**src/rtc_pkg.sv**
```systemverilog
// Register map, field layout and limits of the time-of-day counter block
package rtc_pkg;

    // ==================================================================
    // Register byte offsets on the peripheral bus
    localparam logic [7:0] OFF_SS = 8'h00;          // Seconds counter
    localparam logic [7:0] OFF_HH_MM = 8'h04;       // Hour and minute counters
    localparam logic [7:0] OFF_STATUS = 8'h08;      // Event flags, write one to clear
    localparam logic [7:0] OFF_ENABLE = 8'h0C;      // Interrupt enables
    localparam logic [7:0] OFF_COUNTDOWN = 8'h10;   // Minute countdown
    localparam logic [7:0] OFF_DAYS = 8'h14;        // Elapsed day counter
    localparam logic [7:0] OFF_ALARM_SS = 8'h18;    // Alarm seconds
    localparam logic [7:0] OFF_ALARM_HH_MM = 8'h1C; // Alarm hour and minute
    localparam logic [7:0] OFF_ALARM_DATE = 8'h20;  // Alarm day

    // ==================================================================
    // Field widths and positions
    localparam int SEC_W = 6;
    localparam int MIN_W = 6;
    localparam int HOUR_W = 5;
    localparam int DAY_W = 16;
    localparam int CNT_W = 6;
    localparam int MIN_LSB = 0;
    localparam int HOUR_LSB = 8;
    localparam int FLAG_W = 6;

    // Status and enable bit positions
    localparam int BIT_COUNTDOWN = 0;
    localparam int BIT_MINUTE = 1;
    localparam int BIT_ALARM = 2;
    localparam int BIT_MIDNIGHT = 3;
    localparam int BIT_SECOND = 4;
    localparam int BIT_HOURLY = 5;

    // ==================================================================
    // Counter limits
    localparam logic [SEC_W-1:0] SEC_LAST = 6'h3B;   // 59
    localparam logic [MIN_W-1:0] MIN_LAST = 6'h3B;   // 59
    localparam logic [HOUR_W-1:0] HOUR_LAST = 5'h17; // 23
    localparam logic [CNT_W-1:0] CNT_EXPIRED = 6'h3F; // Minus one in six bits

    // ==================================================================
    // Reset values of the software settings
    localparam logic [FLAG_W-1:0] ENABLE_RST = 6'h00;
    localparam logic [CNT_W-1:0] CNT_RST = 6'h3F;

endpackage

```
**src/rtc_day_counter.sv**
```systemverilog
// Time-of-day counter with day count, alarm and minute countdown, APB slave
`timescale 1ns/1ps

// ==================================================================
// Behaviour notes
//
// Timing of the tick path:
//   The one-hertz tick is a pin and is not related to the bus clock.
//   Two flip-flops bring it into the bus domain, and a third keeps the
//   last synchronised level for the edge detect. The seconds counter and
//   the per-second flag therefore move three bus edges after the pin rises.
//   The tick must stay high and low for at least three bus cycles each,
//   or an edge can be lost in the synchroniser.
//
// Carry chain:
//   Every carry is worked out in the same cycle as the seconds step, so
//   all counters that roll over move together on one edge. There is no
//   ripple delay between seconds, minutes, hours and days.
//
// Software writes:
//   A write to a counter register wins over a tick in the same cycle.
//   That tick is then lost for that register only; the carry into the
//   next register still happens. Software that sets the time should
//   write from the smallest unit up to avoid a carry in between.
//
// Alarm:
//   The compare looks at the time one cycle after each tick, once the
//   chain has settled. A write to the time or the alarm registers alone
//   never fires the alarm, so setting the alarm to the present time does
//   not raise a spurious flag. The alarm stays armed after a hit.
//
// Countdown:
//   The countdown steps on minute ticks only, so its first step comes
//   anywhere up to a minute after the load. Once it reaches minus one it
//   holds there and flags at every minute tick until it is reloaded.
//
// Reset:
//   Time registers carry no reset so that time survives a system reset.
//   In simulation they read unknown until software writes them.

module rtc_day_counter (
    input wire logic pclk,              // Bus clock, 20 MHz
    input wire logic presetn,           // Asynchronous reset, active low
    input wire logic psel,              // APB select
    input wire logic penable,           // APB access phase
    input wire logic pwrite,            // APB direction, high for write
    input wire logic [7:0] paddr,       // APB byte address
    input wire logic [31:0] pwdata,     // APB write data
    input wire logic [3:0] pstrb,       // APB write byte strobes
    output logic [31:0] prdata,         // APB read data
    output logic pready,                // APB ready
    output logic pslverr,               // APB error for unmapped address
    input wire logic tick_1hz,          // Supplied one-hertz tick from a pin
    output logic irq                    // Interrupt request, active high
);

    // ==================================================================
    // Tick synchroniser and edge detect
    logic tick_meta_q;
    logic tick_sync_q;
    logic tick_last_q;
    logic sec_tick;

    // Tick arrives from outside the bus clock domain; two stages first
    always_ff @(posedge pclk or negedge presetn) begin
        if (!presetn) begin
            tick_meta_q <= 1'b0;
            tick_sync_q <= 1'b0;
            tick_last_q <= 1'b0;
        end else begin
            tick_meta_q <= tick_1hz;
            tick_sync_q <= tick_meta_q;
            tick_last_q <= tick_sync_q;
        end
    end

    // One cycle per rising tick edge, however long the tick stays high
    assign sec_tick = tick_sync_q & ~tick_last_q;

    // ==================================================================
    // Bus decode
    logic setup_ph;
    logic access_wr;
    logic addr_ok;
    logic wr_ss;
    logic wr_hh_mm;
    logic wr_status;
    logic wr_enable;
    logic wr_cnt;
    logic wr_days;
    logic wr_al_ss;
    logic wr_al_hh_mm;
    logic wr_al_date;

    assign setup_ph = psel & ~penable;
    assign access_wr = psel & penable & pready & pwrite & ~pslverr;

    // Address check used to flag unmapped accesses
    // Every mapped word is listed; any other address is refused
    always_comb begin
        unique case (paddr)
            rtc_pkg::OFF_SS,
            rtc_pkg::OFF_HH_MM,
            rtc_pkg::OFF_STATUS,
            rtc_pkg::OFF_ENABLE,
            rtc_pkg::OFF_COUNTDOWN,
            rtc_pkg::OFF_DAYS,
            rtc_pkg::OFF_ALARM_SS,
            rtc_pkg::OFF_ALARM_HH_MM,
            rtc_pkg::OFF_ALARM_DATE: addr_ok = 1'b1;
            default: addr_ok = 1'b0;
        endcase
    end

    // Write strobes, valid only at the completing access edge
    assign wr_ss = access_wr && (paddr == rtc_pkg::OFF_SS);
    assign wr_hh_mm = access_wr && (paddr == rtc_pkg::OFF_HH_MM);
    assign wr_status = access_wr && (paddr == rtc_pkg::OFF_STATUS);
    assign wr_enable = access_wr && (paddr == rtc_pkg::OFF_ENABLE);
    assign wr_cnt = access_wr && (paddr == rtc_pkg::OFF_COUNTDOWN);
    assign wr_days = access_wr && (paddr == rtc_pkg::OFF_DAYS);
    assign wr_al_ss = access_wr && (paddr == rtc_pkg::OFF_ALARM_SS);
    assign wr_al_hh_mm = access_wr && (paddr == rtc_pkg::OFF_ALARM_HH_MM);
    assign wr_al_date = access_wr && (paddr == rtc_pkg::OFF_ALARM_DATE);

    // ==================================================================
    // Time-of-day counter chain
    logic [rtc_pkg::SEC_W-1:0] sec_q;
    logic [rtc_pkg::MIN_W-1:0] min_q;
    logic [rtc_pkg::HOUR_W-1:0] hour_q;
    logic [rtc_pkg::DAY_W-1:0] day_q;
    logic sec_wrap;
    logic min_wrap;
    logic hour_wrap;
    logic min_tick;
    logic hour_tick;
    logic day_tick;

    assign sec_wrap = (sec_q == rtc_pkg::SEC_LAST);
    assign min_wrap = (min_q == rtc_pkg::MIN_LAST);
    assign hour_wrap = (hour_q == rtc_pkg::HOUR_LAST);
    assign min_tick = sec_tick & sec_wrap;
    assign hour_tick = min_tick & min_wrap;
    assign day_tick = hour_tick & hour_wrap;

    // Counters carry no reset: time must survive a system reset.
    // A software write in the same cycle as a tick wins over the count.
    always_ff @(posedge pclk) begin
        if (wr_ss) begin
            sec_q <= pwdata[rtc_pkg::SEC_W-1:0];
        end else if (sec_tick) begin
            sec_q <= sec_wrap ? '0 : sec_q + 1'b1;
        end
    end

    // Hours and minutes share one register
    always_ff @(posedge pclk) begin
        if (wr_hh_mm) begin
            min_q <= pwdata[rtc_pkg::MIN_LSB +: rtc_pkg::MIN_W];
            hour_q <= pwdata[rtc_pkg::HOUR_LSB +: rtc_pkg::HOUR_W];
        end else begin
            if (min_tick) begin
                min_q <= min_wrap ? '0 : min_q + 1'b1;
            end
            if (hour_tick) begin
                hour_q <= hour_wrap ? '0 : hour_q + 1'b1;
            end
        end
    end

    // Day counter wraps naturally after 65536 days
    always_ff @(posedge pclk) begin
        if (wr_days) begin
            day_q <= pwdata[rtc_pkg::DAY_W-1:0];
        end else if (day_tick) begin
            day_q <= day_q + 1'b1;
        end
    end

    // ==================================================================
    // Alarm settings and compare
    logic [rtc_pkg::SEC_W-1:0] al_sec_q;
    logic [rtc_pkg::MIN_W-1:0] al_min_q;
    logic [rtc_pkg::HOUR_W-1:0] al_hour_q;
    logic [rtc_pkg::DAY_W-1:0] al_day_q;
    logic time_moved_q;
    logic alarm_hit;

    // Alarm registers mirror the three time registers
    always_ff @(posedge pclk or negedge presetn) begin
        if (!presetn) begin
            al_sec_q <= '0;
            al_min_q <= '0;
            al_hour_q <= '0;
            al_day_q <= '0;
        end else begin
            if (wr_al_ss) begin
                al_sec_q <= pwdata[rtc_pkg::SEC_W-1:0];
            end
            if (wr_al_hh_mm) begin
                al_min_q <= pwdata[rtc_pkg::MIN_LSB +: rtc_pkg::MIN_W];
                al_hour_q <= pwdata[rtc_pkg::HOUR_LSB +: rtc_pkg::HOUR_W];
            end
            if (wr_al_date) begin
                al_day_q <= pwdata[rtc_pkg::DAY_W-1:0];
            end
        end
    end

    // Compare one cycle after a tick, once the chain has settled; a
    // software write to time or alarm alone never fires the alarm
    always_ff @(posedge pclk or negedge presetn) begin
        if (!presetn) begin
            time_moved_q <= 1'b0;
        end else begin
            time_moved_q <= sec_tick;
        end
    end

    // Whole time must match; it stays armed and hits again each 65536 days
    assign alarm_hit = time_moved_q && (sec_q == al_sec_q) && (min_q == al_min_q)
        && (hour_q == al_hour_q) && (day_q == al_day_q);

    // ==================================================================
    // Minute countdown
    logic [rtc_pkg::CNT_W-1:0] cnt_q;
    logic cnt_done;

    // Load is not aligned to the minute; first step is the next minute tick
    always_ff @(posedge pclk or negedge presetn) begin
        if (!presetn) begin
            cnt_q <= rtc_pkg::CNT_RST;
        end else if (wr_cnt) begin
            cnt_q <= pwdata[rtc_pkg::CNT_W-1:0];
        end else if (min_tick && (cnt_q != rtc_pkg::CNT_EXPIRED)) begin
            cnt_q <= cnt_q - 1'b1;
        end
    end

    // Flag on reaching minus one, and again each minute while it sits there
    assign cnt_done = min_tick && !wr_cnt
        && ((cnt_q == rtc_pkg::CNT_EXPIRED) || (cnt_q == '0));

    // ==================================================================
    // Status flags and enables
    logic [rtc_pkg::FLAG_W-1:0] flag_q;
    logic [rtc_pkg::FLAG_W-1:0] enable_q;
    logic [rtc_pkg::FLAG_W-1:0] flag_set;

    always_comb begin
        flag_set = '0;
        flag_set[rtc_pkg::BIT_COUNTDOWN] = cnt_done;
        flag_set[rtc_pkg::BIT_MINUTE] = min_tick;
        flag_set[rtc_pkg::BIT_ALARM] = alarm_hit;
        flag_set[rtc_pkg::BIT_MIDNIGHT] = day_tick;
        flag_set[rtc_pkg::BIT_SECOND] = sec_tick;
        flag_set[rtc_pkg::BIT_HOURLY] = hour_tick;
    end

    // Sticky flags, write one to clear; an event in the clear cycle wins.
    // Enables never gate the flags, only the request line.
    genvar gi;
    generate
        for (gi = 0; gi < rtc_pkg::FLAG_W; gi++) begin : g_flag
            always_ff @(posedge pclk or negedge presetn) begin
                if (!presetn) begin
                    flag_q[gi] <= 1'b0;
                end else if (flag_set[gi]) begin
                    flag_q[gi] <= 1'b1;
                end else if (wr_status && pstrb[0] && pwdata[gi]) begin
                    flag_q[gi] <= 1'b0;
                end
            end
        end
    endgenerate

    // Enable register; clearing the alarm bit masks only the alarm request, the alarm flag still sets
    always_ff @(posedge pclk or negedge presetn) begin
        if (!presetn) begin
            enable_q <= rtc_pkg::ENABLE_RST;
        end else if (wr_enable && pstrb[0]) begin
            enable_q <= pwdata[rtc_pkg::FLAG_W-1:0];
        end
    end

    // Request line registered so the output comes straight from a flop
    always_ff @(posedge pclk or negedge presetn) begin
        if (!presetn) begin
            irq <= 1'b0;
        end else begin
            irq <= |(flag_q & enable_q);
        end
    end

    // ==================================================================
    // Read data, ready and error
    logic [31:0] rd_mux;

    // Reserved bits read as zero
    always_comb begin
        rd_mux = '0;
        unique case (paddr)
            rtc_pkg::OFF_SS: rd_mux[rtc_pkg::SEC_W-1:0] = sec_q;
            rtc_pkg::OFF_HH_MM: begin
                rd_mux[rtc_pkg::MIN_LSB +: rtc_pkg::MIN_W] = min_q;
                rd_mux[rtc_pkg::HOUR_LSB +: rtc_pkg::HOUR_W] = hour_q;
            end
            rtc_pkg::OFF_STATUS: rd_mux[rtc_pkg::FLAG_W-1:0] = flag_q;
            rtc_pkg::OFF_ENABLE: rd_mux[rtc_pkg::FLAG_W-1:0] = enable_q;
            rtc_pkg::OFF_COUNTDOWN: rd_mux[rtc_pkg::CNT_W-1:0] = cnt_q;
            rtc_pkg::OFF_DAYS: rd_mux[rtc_pkg::DAY_W-1:0] = day_q;
            rtc_pkg::OFF_ALARM_SS: rd_mux[rtc_pkg::SEC_W-1:0] = al_sec_q;
            rtc_pkg::OFF_ALARM_HH_MM: begin
                rd_mux[rtc_pkg::MIN_LSB +: rtc_pkg::MIN_W] = al_min_q;
                rd_mux[rtc_pkg::HOUR_LSB +: rtc_pkg::HOUR_W] = al_hour_q;
            end
            rtc_pkg::OFF_ALARM_DATE: rd_mux[rtc_pkg::DAY_W-1:0] = al_day_q;
            default: rd_mux = '0;
        endcase
    end

    // Zero wait states: data captured at setup, ready in the access cycle.
    // A tick between the two edges is not reflected in that read.
    always_ff @(posedge pclk or negedge presetn) begin
        if (!presetn) begin
            pready <= 1'b0;
            pslverr <= 1'b0;
            prdata <= '0;
        end else begin
            pready <= setup_ph;
            pslverr <= setup_ph & ~addr_ok;
            if (setup_ph && !pwrite && addr_ok) begin
                prdata <= rd_mux;
            end else if (setup_ph) begin
                prdata <= '0;
            end
        end
    end

endmodule // rtc_day_counter

```
**config.mk**
```make
export PLATFORM = sky130hd
export DESIGN_NAME = rtc_day_counter
export DESIGN_NICKNAME = d
export VERILOG_FILES = /design/src/rtc_pkg.sv /design/src/rtc_day_counter.sv
export SDC_FILE = /design/constraint.sdc
export NUM_CORES = 1
export LEC_CHECK = 0
export BUFFER_PORTS_ARGS = -buffer_cell sky130_fd_sc_hd__buf_2
export CAP_MARGIN = 20
export CORE_MARGIN = 1.5
export CORE_UTILIZATION = 50
export DETAILED_ROUTE_END_ITERATION = 8
export PLACE_DENSITY = 0.71
export SYNTH_ARGS = -nofsm -noshare
export SYNTH_HDL_FRONTEND = slang
export SYNTH_SLANG_ARGS = --single-unit
```
**constraint.sdc**
```tcl
create_clock -name pclk -period 2.6 [get_ports pclk]
set_input_delay 0.13 -clock pclk [delete_from_list [all_inputs] [get_ports pclk]]
set_output_delay 0.13 -clock pclk [all_outputs]
set_load 0.05 [all_outputs]
```
==> run_results.csv, run 1 <==
group,metric,value,unit
floorplan,initial_core_util,0.513,
sta,setup_viol,0,
place,dp_hpwl,11900,µm
routing,dr.pass1.iters,5,
sta,finalCriticalPeriod,2.19,ns
routing,ant_nets,0,
global_routing,grt_pass1_wl,25400,µm
sta,setup_tns,0,ns
floorplan,io_pins,85,
global_routing,antenna_found_initial,0,
routing,num_vias,4763,
synth,synth_flop_cell,"dfrtp_1",
place,placed_cells,769,
clock_tree,cts-resized-gates,0,
clock_tree,clock_path_buffers,2,
routing,viasPerCell,6.05,
place,gp_congestion,0.944,
sta,rsz0062_at_grt,"false",
global_routing,grt_util_all_layers,0.261,
power_and_ir_drop,peakVddDrop,0.294,mV
layout,instances_no_fill,787,
setup_path,critPathRequiredTime,2.84,ns
layout,area_growth_syn_to_layout,9.50,%
routing,drc,0,
place,pre_cts_slack,0.449,ns
synth,synth_cell_type_count,60,
global_routing,grt_overflow,0,
clock_tree,htree_levels,3,
setup_path,critPathArrivalTime,2.43,ns
synth,ys_ff_latch,107,
layout,nets,692,
floorplan,die_w,114,µm
place,portBuffers,49,
routing,drt_iter0_drc,392,
global_routing,grt_start_max_net_pins,75,
global_routing,grt_pass1_vias,4733,
sta,layout_setup_ws,0.414,ns
min_path,hp-class,"in -> reg",
clock_tree,numCtsBuffers,9,
run,max_cap_viol_count,0,
layout,drive_above_1_share,0.213,
sta,timing.final.crit_share,0.841,
floorplan,die_h,114,µm
synth,syn_inst,598,
synth,synth-seq-area-share,0.462,
sta,max_slew.worst_pin.slew,0.948,ns
floorplan,die-area,0.0130,mm²
synth,ys_async_sr_fraction,0.692,
synth,ys_warn_count,0,
clock_tree,cts_sinks,107,
synth,synthesis.area,0.00616,mm²
setup_path,crit_fanout,9,
floorplan,rows,40,
setup_path,startpoint_type,"register",
clock_tree,cts-root-buf,"clkbuf_16",
routing,wl,16200,µm
clock_tree,clock_latency,0.36,ns
sta,clock.fmax,457,MHz
sta,final-hold-violation-count,0,
setup_path,endpoint_kind,"register",
setup_path,crit_type,"reg -> reg",
sta,fin_skew,0.0127,ns
layout,diodes,0,
sta,slew_viol_final,0,
synth,avgSynthCellArea,10.3,µm²
clock_tree,path_clk_slew,0.07,ns
power_and_ir_drop,power-per-cell-area,490,mW/mm²
synth,synth_edf_count,33,
run_status,status,"completed",
power_and_ir_drop,leakage,0.00286,µW
floorplan,core_area,0.0120,mm²
routing,routedWlPerCell,20.5,µm
sta,slew-limit-headroom,0.368,
clock_tree,tritoncts,"built",
==> synthesized netlist by cell type, types with 5 or more instances <==
cell type | n | area (µm²)
mux2_2 | 33 | 372
mux2_4 | 6 | 90.1
a221o_1 | 5 | 50.1
a22o_1 | 7 | 61.3
nor4_1 | 6 | 37.5
a211oi_1 | 6 | 45.0
mux2i_1 | 9 | 90.1
and2_1 | 5 | 31.3
a22oi_1 | 8 | 60.1
nand2_1 | 65 | 244
buf_2 | 15 | 75.1
nand4_1 | 12 | 75.1
dfstp_2 | 6 | 158
dfrtp_1 | 68 | 1700
edfxtp_1 | 33 | 991
nor3_1 | 6 | 30.0
buf_4 | 17 | 128
xnor2_1 | 26 | 228
o21ai_0 | 28 | 140
clkbuf_1 | 18 | 67.6
xor2_1 | 32 | 280
nand3b_1 | 5 | 37.5
nor2_1 | 43 | 161
inv_1 | 10 | 37.5
a21oi_1 | 27 | 135
nand3_1 | 30 | 150
ha_1 | 7 | 87.6
==> timing repair <==
action | 4_1_cts | 5_1_grt
hold buffers | 2 | 0
buffers inserted | 0 | 0
hold endpoints to repair | 69 | 0
==> critical path, stage by stage (launching register included) <==
cell     delay [ns]
dfrtp_1        0.34
nand4_1        0.09
nor2_1         0.59
nand3_1        0.15
nor2_1         0.49
mux2_2         0.40
==> final cells by class <==
| cell class | count | area [µm²] |
|---|---|---|
| Fill cell | 1073 | 5260 |
| Tap cell | 147 | 184 |
| Multi-Input combinational cell | 443 | 3040 |
| Timing Repair Buffer | 64 | 365 |
| Inverter | 10 | 37.5 |
| Sequential cell | 107 | 2850 |
| Clock buffer | 10 | 229 |
| Clock inverter | 6 | 40.0 |
==> sequential cells by signal, summed over array words and instances, names as in the netlist, 6 cells and up <==
| register | cells |
|---|---|
| prdata | 16 |
| al_day_q | 16 |
| day_q | 16 |
| min_q | 6 |
| flag_q | 6 |
| cnt_q | 6 |
| enable_q | 6 |
| sec_q | 6 |
| al_sec_q | 6 |
| al_min_q | 6 |
==> through the flow <==
step	area (µm²)	power, µW	hold WS [ns]	util
4_1_cts	6750	3340	0.00748	0.562
6_report	6750	3310	0.0131	0.562
2_1_floorplan	6220	1980	-0.166	-
3_5_place_dp	6460	2060	0.239	0.538
3_3_place_gp	6460	2060	0.238	0.538
5_1_grt	6750	3420	0.0183	0.562
==> routing by layer <==
| metal | track usage | up-vias | part of all wire |
|---|---|---|---|
| met4 | 0.118 | 0 | 0.035 |
| met1 | 0.332 | 2346 | 0.42 |
| met3 | 0.0521 | 41 | 0.059 |
| li1 | - | 2196 | - |
| met5 | 0 | - | 0 |
| met2 | 0.433 | 180 | 0.49 |
==> kinds of logic after synthesis <==
logic type                 after synthesis  share of synthesized area
buffers and inverters                   63                     0.0530
xor gates and xnor gates                58                     0.0824
other                                    1                   0.000608
AOI/OAI and AO/OA                      109                      0.115
muxes                                   52                      0.104
and+or+nand+nor                        201                      0.168
adders and majority gates                7                     0.0142
DFF                                    107                      0.462
==> path summary, 6_finish.rpt <==
| kind | cells after the start | start | endpoint | slack, ns |
|---|---|---|---|---|
| max | 5 | pready | enable_q[4] | 0.41 |
| min | 2 | pwdata[14] | al_day_q[14] | 0.01 |
| max reg2reg | 5 | pready | enable_q[4] | 0.41 |
| min reg2reg | 0 | tick_meta_q | tick_sync_q | 0.35 |
| max in group asynchronous | 2 | presetn | al_day_q[0] | 1.51 |
| min in group asynchronous | 2 | presetn | al_day_q[11] | 0.48 |
==> placed cells by master, fill, tap and decap left out, types with 5 or more instances in the layout <==
cell,synthesis,final
dfrtp_1,68,68
nand2_1,65,65
buf_2,15,48
nor2_1,43,43
mux2_2,33,33
edfxtp_1,33,33
xor2_1,32,32
nand3_1,30,30
o21ai_0,28,28
a21oi_1,27,27
xnor2_1,26,26
conb_1,1,16
buf_4,17,14
nand4_1,12,12
inv_1,10,10
mux2i_1,9,9
clkbuf_16,0,9
a22oi_1,8,8
a22o_1,7,7
ha_1,7,7
nor4_1,6,6
nor3_1,6,6
mux2_4,6,6
a211oi_1,6,6
dfstp_2,6,6
and2_1,5,5
nand3b_1,5,5
a221o_1,5,5
==> power breakdown <==
part	switching, µW	internal (µW)
Sequential	20.7	1750
Combinational	194	72.9
Clock	621	651
Note: power is estimated with default switching activity, not from simulation.
==> run 2, diff against run 1 <==
--- a/config.mk
+++ b/config.mk
@@ -5,12 +5,13 @@
 export SDC_FILE = /design/constraint.sdc
 export NUM_CORES = 1
 export LEC_CHECK = 0
+export ABC_AREA = 1
 export BUFFER_PORTS_ARGS = -buffer_cell sky130_fd_sc_hd__buf_2
 export CAP_MARGIN = 20
 export CORE_MARGIN = 1.5
 export CORE_UTILIZATION = 50
 export DETAILED_ROUTE_END_ITERATION = 8
-export PLACE_DENSITY = 0.71
+export PLACE_DENSITY = 0.74
 export SYNTH_ARGS = -nofsm -noshare
 export SYNTH_HDL_FRONTEND = slang
 export SYNTH_SLANG_ARGS = --single-unit
==> constraint.sdc (replaced) <==
create_clock -name pclk -period 1.8 [get_ports pclk]
set_input_delay 0.09 -clock pclk [delete_from_list [all_inputs] [get_ports pclk]]
set_output_delay 0.09 -clock pclk [all_outputs]
set_load 0.05 [all_outputs]
==> run_results.csv, run 2 <==
group,metric,value,unit
global_routing,grt_pass1_vias,5181,
floorplan,die_h,115,µm
clock_tree,tritoncts,"built",
place,portBuffers,49,
global_routing,antenna_found_initial,0,
synth,yosysMostFrequentCell,"nand2_1",
routing,dr.pass1.iters,5,
clock_tree,clock_latency,0.35,ns
synth,synth.largest_area_cell,"dfrtp_1",
place,gp_congestion,0.932,
synth,synthTopCellsByArea,"dfrtp_1, edfxtp_1, nand2_1",
layout,diodes,0,
layout,final_common_cell,"nand2_1",
power_and_ir_drop,comb_power_share,0.088,
power_and_ir_drop,peakVddDrop,0.370,mV
place,dp_hpwl,12000,µm
layout,drive_above_1_share,0.150,
power_and_ir_drop,power-per-cell-area,670,mW/mm²
synth,ys_ff_latch,107,
sta,max_slew.worst_pin.slew,0.523,ns
global_routing,grt_pass1_wl,26400,µm
setup_path,critPathArrivalTime,1.74,ns
sta,setup_viol,0,
synth,syn_inst,842,
routing,wl,16500,µm
sta,hold_slack,0.0116,ns
synth,avgSynthCellArea,7.44,µm²
sta,layout_setup_ws,0.123,ns
global_routing,grt_start_max_net_pins,39,
routing,num_vias,5812,
power_and_ir_drop,p_clk_frac,0.386,
synth,synthTopCellsByCount,"nand2_1, inv_1, nand3_1",
sta,slew-limit-headroom,0.651,
synth,synthesis.area,0.00626,mm²
sta,rsz0062_at_grt,"true",
sta,finalCriticalPeriod,1.68,ns
floorplan,io_pins,85,
clock_tree,path_clk_slew,0.07,ns
routing,drt_iter0_drc,568,
synth,ys_async_sr_fraction,0.692,
floorplan,rows,40,
layout,nets,985,
power_and_ir_drop,leakage,0.00361,µW
synth,synth_edf_count,33,
setup_path,crit_fanout,8,
run_status,status,"completed",
synth,ys_warn_count,0,
layout,mostFrequentLayoutCells,"nand2_1, inv_1, nand3_1, dfrtp_1, nor2_1",
sta,timing.final.crit_share,0.932,
layout,largestRegisters,"al_day_q: 16 flops, day_q: 16 flops, prdata: 16 flops",
sta,setup_tns,0,ns
power_and_ir_drop,swShare,0.261,
setup_path,endpoint_kind,"register",
place,pre_cts_slack,0.0325,ns
run,max_cap_viol_count,0,
sta,clock.fmax,596,MHz
floorplan,core_area,0.0121,mm²
global_routing,grt_util_all_layers,0.259,
synth,synth_cell_type_count,34,
power_and_ir_drop,p_int,3620,µW
synth,synth-seq-area-share,0.455,
floorplan,die_w,115,µm
sta,fin_skew,0.00552,ns
floorplan,initial_core_util,0.517,
setup_path,startpoint_type,"register",
layout,area_growth_syn_to_layout,16.8,%
routing,drc,0,
power_and_ir_drop,netSwitchingPower,1280,µW
global_routing,grt_overflow,0,
min_path,hp-class,"in -> reg",
clock_tree,numCtsBuffers,9,
clock_tree,htree_levels,3,
clock_tree,cts_sinks,107,
setup_path,crit_type,"reg -> reg",
setup_path,critPathRequiredTime,1.86,ns
routing,ant_nets,0,
sta,final-hold-violation-count,0,
sta,slew_viol_final,0,
routing,viasPerCell,5.28,
clock_tree,cts-root-buf,"clkbuf_16",
routing,routedWlPerCell,15.0,µm
clock_tree,clock_path_buffers,2,
power_and_ir_drop,seqPwrFrac,0.526,
floorplan,die-area,0.0132,mm²
synth,synth_flop_cell,"dfrtp_1",
synth,synth_top_cell_area_share,0.272,
## run 2: final cells by class
class	instances	area (µm²)
Clock buffer	9	225
Multi-Input combinational cell	603	2900
Fill cell	1105	4800
Sequential cell	107	2850
Timing Repair Buffer	100	668
Tap cell	168	210
Clock inverter	7	55.1
Inverter	107	402
## run 2: kinds of logic after synthesis
kind of cell               Yosys count  share of synthesized area
AOI/OAI and AO/OA                  123                      0.104
xor gates and xnor gates            23                     0.0322
adders and majority gates            7                     0.0140
buffers and inverters              148                      0.101
DFF                                107                      0.455
other                                1                   0.000599
and+or+nand+nor                    433                      0.293
## run 2: metal layers
metal  up-vias  global-route usage  wire length [µm]
met5         -                   0                 0
met4         0              0.0700               236
li1       2873                   -                 -
met3        21              0.0438              1280
met2       238               0.392              7290
met1      2680               0.387              7710
## run 2: what timing repair did
item | CTS | global route
hold buffers | 10 | 0
buffers inserted | 0 | 1
endpoints found under the hold margin | 38 | 0
resized for setup | 0 | 16
endpoints found under the setup margin | 0 | 50
## run 2: worst paths after layout
kind / start / endpoint / slack, ns / cells past startpoint
worst min-delay path: pwdata[7] / al_day_q[7] / 0.01 / 3
max in group asynchronous: presetn / pslverr / 0.95 / 3
worst min register to register: tick_meta_q / tick_sync_q / 0.36 / 0
worst max register to register: min_q[0] / day_q[15] / 0.12 / 7
worst max-delay path: min_q[0] / day_q[15] / 0.12 / 7
min in group asynchronous: presetn / flag_q[0] / 0.25 / 2
## run 2: power groups by stage
stage | Combinational [µW] | Clock (µW) | Sequential (µW)
3_5_place_dp | 409 | 0 | 2630
4_1_cts | 427 | 1890 | 2580
6_report | 429 | 1890 | 2580
5_1_grt | 479 | 1980 | 2580
3_3_place_gp | 404 | 0 | 2630
2_1_floorplan | 272 | 0 | 2630
## run 2: worst max-delay path: stages, from the launching register on
cell,delay (ns)
edfxtp_1,0.35
ha_1,0.19
inv_1,0.04
nor2_1,0.14
nand4_1,0.15
nor2_2,0.20
nand3_4,0.14
nand2_4,0.16
## run 2: through the flow
stage,instance area [µm²],power (µW),utilization,std cells
after floorplan,6330,2900,-,857
after global placement,6870,3030,0.567,1073
after detailed placement,6870,3040,0.567,1073
after CTS,7250,4900,0.598,1099
after global routing,7310,5040,0.604,1101
final,7310,4900,0.604,1101
==> run 3, diff against run 2 <==
==> constraint.sdc (replaced) <==
create_clock -name pclk -period 1.8 [get_ports pclk]
set_input_delay 0.45 -clock pclk [delete_from_list [all_inputs] [get_ports pclk]]
set_output_delay 0.45 -clock pclk [all_outputs]
set_load 0.05 [all_outputs]
==> run_results.csv, run 3 (same netlist as run 2, synthesis figures left out) <==
group,metric,value,unit
place,dp_hpwl,12000,µm
floorplan,initial_core_util,0.517,
setup_path,path_depth,10,
layout,area_growth_syn_to_layout,18.0,%
setup_path,cp-startpoint,"sec_q[1]",
routing,drc,0,
sta,setup_viol,0,
power_and_ir_drop,power.total,4980,µW
sta,clock.fmax,580,MHz
sta,slew_viol_final,0,
floorplan,die_h,115,µm
floorplan,rows,40,
clock_tree,cts_sinks,107,
global_routing,grt_overflow,0,
power_and_ir_drop,p_clk_frac,0.398,
power_and_ir_drop,peakVddDrop,0.393,mV
place,pre_cts_slack,-0.0859,ns
power_and_ir_drop,swShare,0.242,
run,max_cap_viol_count,0,
power_and_ir_drop,seqPwrFrac,0.517,
clock_tree,cts-root-buf,"clkbuf_16",
place,gp_congestion,0.891,
setup_path,crit_fanout,5,
layout,final_common_cell,"nand2_1",
layout,nets,994,
layout,largestRegisters,"al_day_q: 16 flops, day_q: 16 flops, prdata: 16 flops",
floorplan,die-area,0.0132,mm²
layout,drive_above_1_share,0.159,
routing,wl,16400,µm
layout,instances_no_fill,1110,
power_and_ir_drop,power-per-cell-area,674,mW/mm²
setup_path,endpoint_kind,"register",
place,portBuffers,49,
setup_path,crit_family,"simple AND/OR/NAND/NOR gates",
clock_tree,tritoncts,"built",
routing,drt_iter0_drc,493,
layout,mostFrequentLayoutCells,"nand2_1, inv_1, nand3_1, dfrtp_1, nor2_1",
layout,post-route-util,0.610,
setup_path,r2r-start,"sec_q[1]",
layout,diodes,0,
global_routing,grt_util_all_layers,0.266,
sta,finalCriticalPeriod,1.72,ns
global_routing,antenna_found_initial,0,
setup_path,slowest_stage,"edfxtp_1",
sta,final-hold-violation-count,0,
clock_tree,htree_levels,3,
sta,rsz0062_at_grt,"true",
sta,layout_setup_ws,0.0754,ns
setup_path,slowest_delay,0.37,ns
sta,timing.final.crit_share,0.958,
setup_path,path_cells,"ha_1 -> nand2_1 -> nor2_2 -> nand2_2 -> buf_4 -> nor2_1 -> inv_1 -> nor2_1 -> nand2_1 -> nand3_1",
clock_tree,clock_latency,0.36,ns
clock_tree,numCtsBuffers,9,
power_and_ir_drop,comb_power_share,0.085,
floorplan,die_w,115,µm
setup_path,reg2regPathDepth,10,
setup_path,cp_num_buf_inv,2,
routing,num_vias,5787,
setup_path,endpoint,"cnt_q[5]",
global_routing,grt_start_max_net_pins,75,
routing,dr.pass1.iters,7,
floorplan,io_pins,85,
routing,viasPerCell,5.21,
setup_path,startpoint_type,"register",
power_and_ir_drop,netSwitchingPower,1200,µW
setup_path,worstReg2RegEnd,"cnt_q[5]",
clock_tree,path_clk_slew,0.07,ns
power_and_ir_drop,leakage,0.00368,µW
floorplan,core_area,0.0121,mm²
global_routing,grt_pass1_wl,26800,µm
min_path,hp-class,"in -> async",
global_routing,grt_pass1_vias,5353,
clock_tree,hold_buffers,0,
setup_path,critPathArrivalTime,2.03,ns
setup_path,critPathRequiredTime,2.10,ns
routing,routedWlPerCell,14.7,µm
setup_path,crit_type,"reg -> reg",
power_and_ir_drop,p_int,3780,µW
clock_tree,post_cts_buffers,0,
run_status,status,"completed",
clock_tree,clock_path_buffers,2,
sta,fin_skew,0.00399,ns
place,placed_cells,1093,
routing,ant_nets,0,
setup_path,r2r_slack,0.08,ns
-- run 3: final cells by class --
type	instances	area [µm²]
multi-input combinational	603	2900
inverter	107	402
fill	1115	4720
clock buffer	13	250
tap	168	210
clock inverter	3	38.8
sequential	107	2850
timing repair buffer	109	736
-- run 3: metrics by stage --
| stage | setup TNS [ns] | hold slack (ns) | cell area [µm²] |
|---|---|---|---|
| 2_1_floorplan | 0 | 0.154 | 6330 |
| 3_3_place_gp | -0.694 | 0.335 | 7040 |
| 3_5_place_dp | -2.12 | 0.344 | 7040 |
| 4_1_cts | 0 | 0.120 | 7350 |
| 5_1_grt | -0.144 | 0.134 | 7390 |
| 6_report | 0 | 0.0995 | 7390 |
-- run 3: worst min-delay path by stage --
stage                start  cells after the start          end
3_5_place_dp   tick_meta_q                      0  tick_sync_q
2_1_floorplan      presetn                      0  al_day_q[0]
5_1_grt            presetn                      2    flag_q[1]
4_1_cts            presetn                      2    flag_q[3]
6_report           presetn                      2    flag_q[1]
3_3_place_gp   tick_meta_q                      0  tick_sync_q
-- run 3: metal layers --
metal | vias to the layer above | share of wire | GRT usage
met4 | 0 | 0.018 | 0.0996
met1 | 2644 | 0.46 | 0.388
li1 | 2891 | - | -
met2 | 232 | 0.44 | 0.391
met3 | 20 | 0.084 | 0.0548
met5 | - | 0 | 0
-- run 3: power by group through the flow --
stage	Sequential [µW]	Combinational [µW]	Clock (µW)
6_report	2580	423	1980
5_1_grt	2580	471	2100
4_1_cts	2580	424	2000
3_5_place_dp	2630	422	0
2_1_floorplan	2630	272	0
3_3_place_gp	2630	417	0
-- run 3: what timing repair did --
action                                 in CTS  in global routing
cloned                                      1                  0
pin swaps                                   1                  4
endpoints found under the hold margin       0                  0
gates resized for setup                     3                  9
setup endpoints to repair                  16                 26
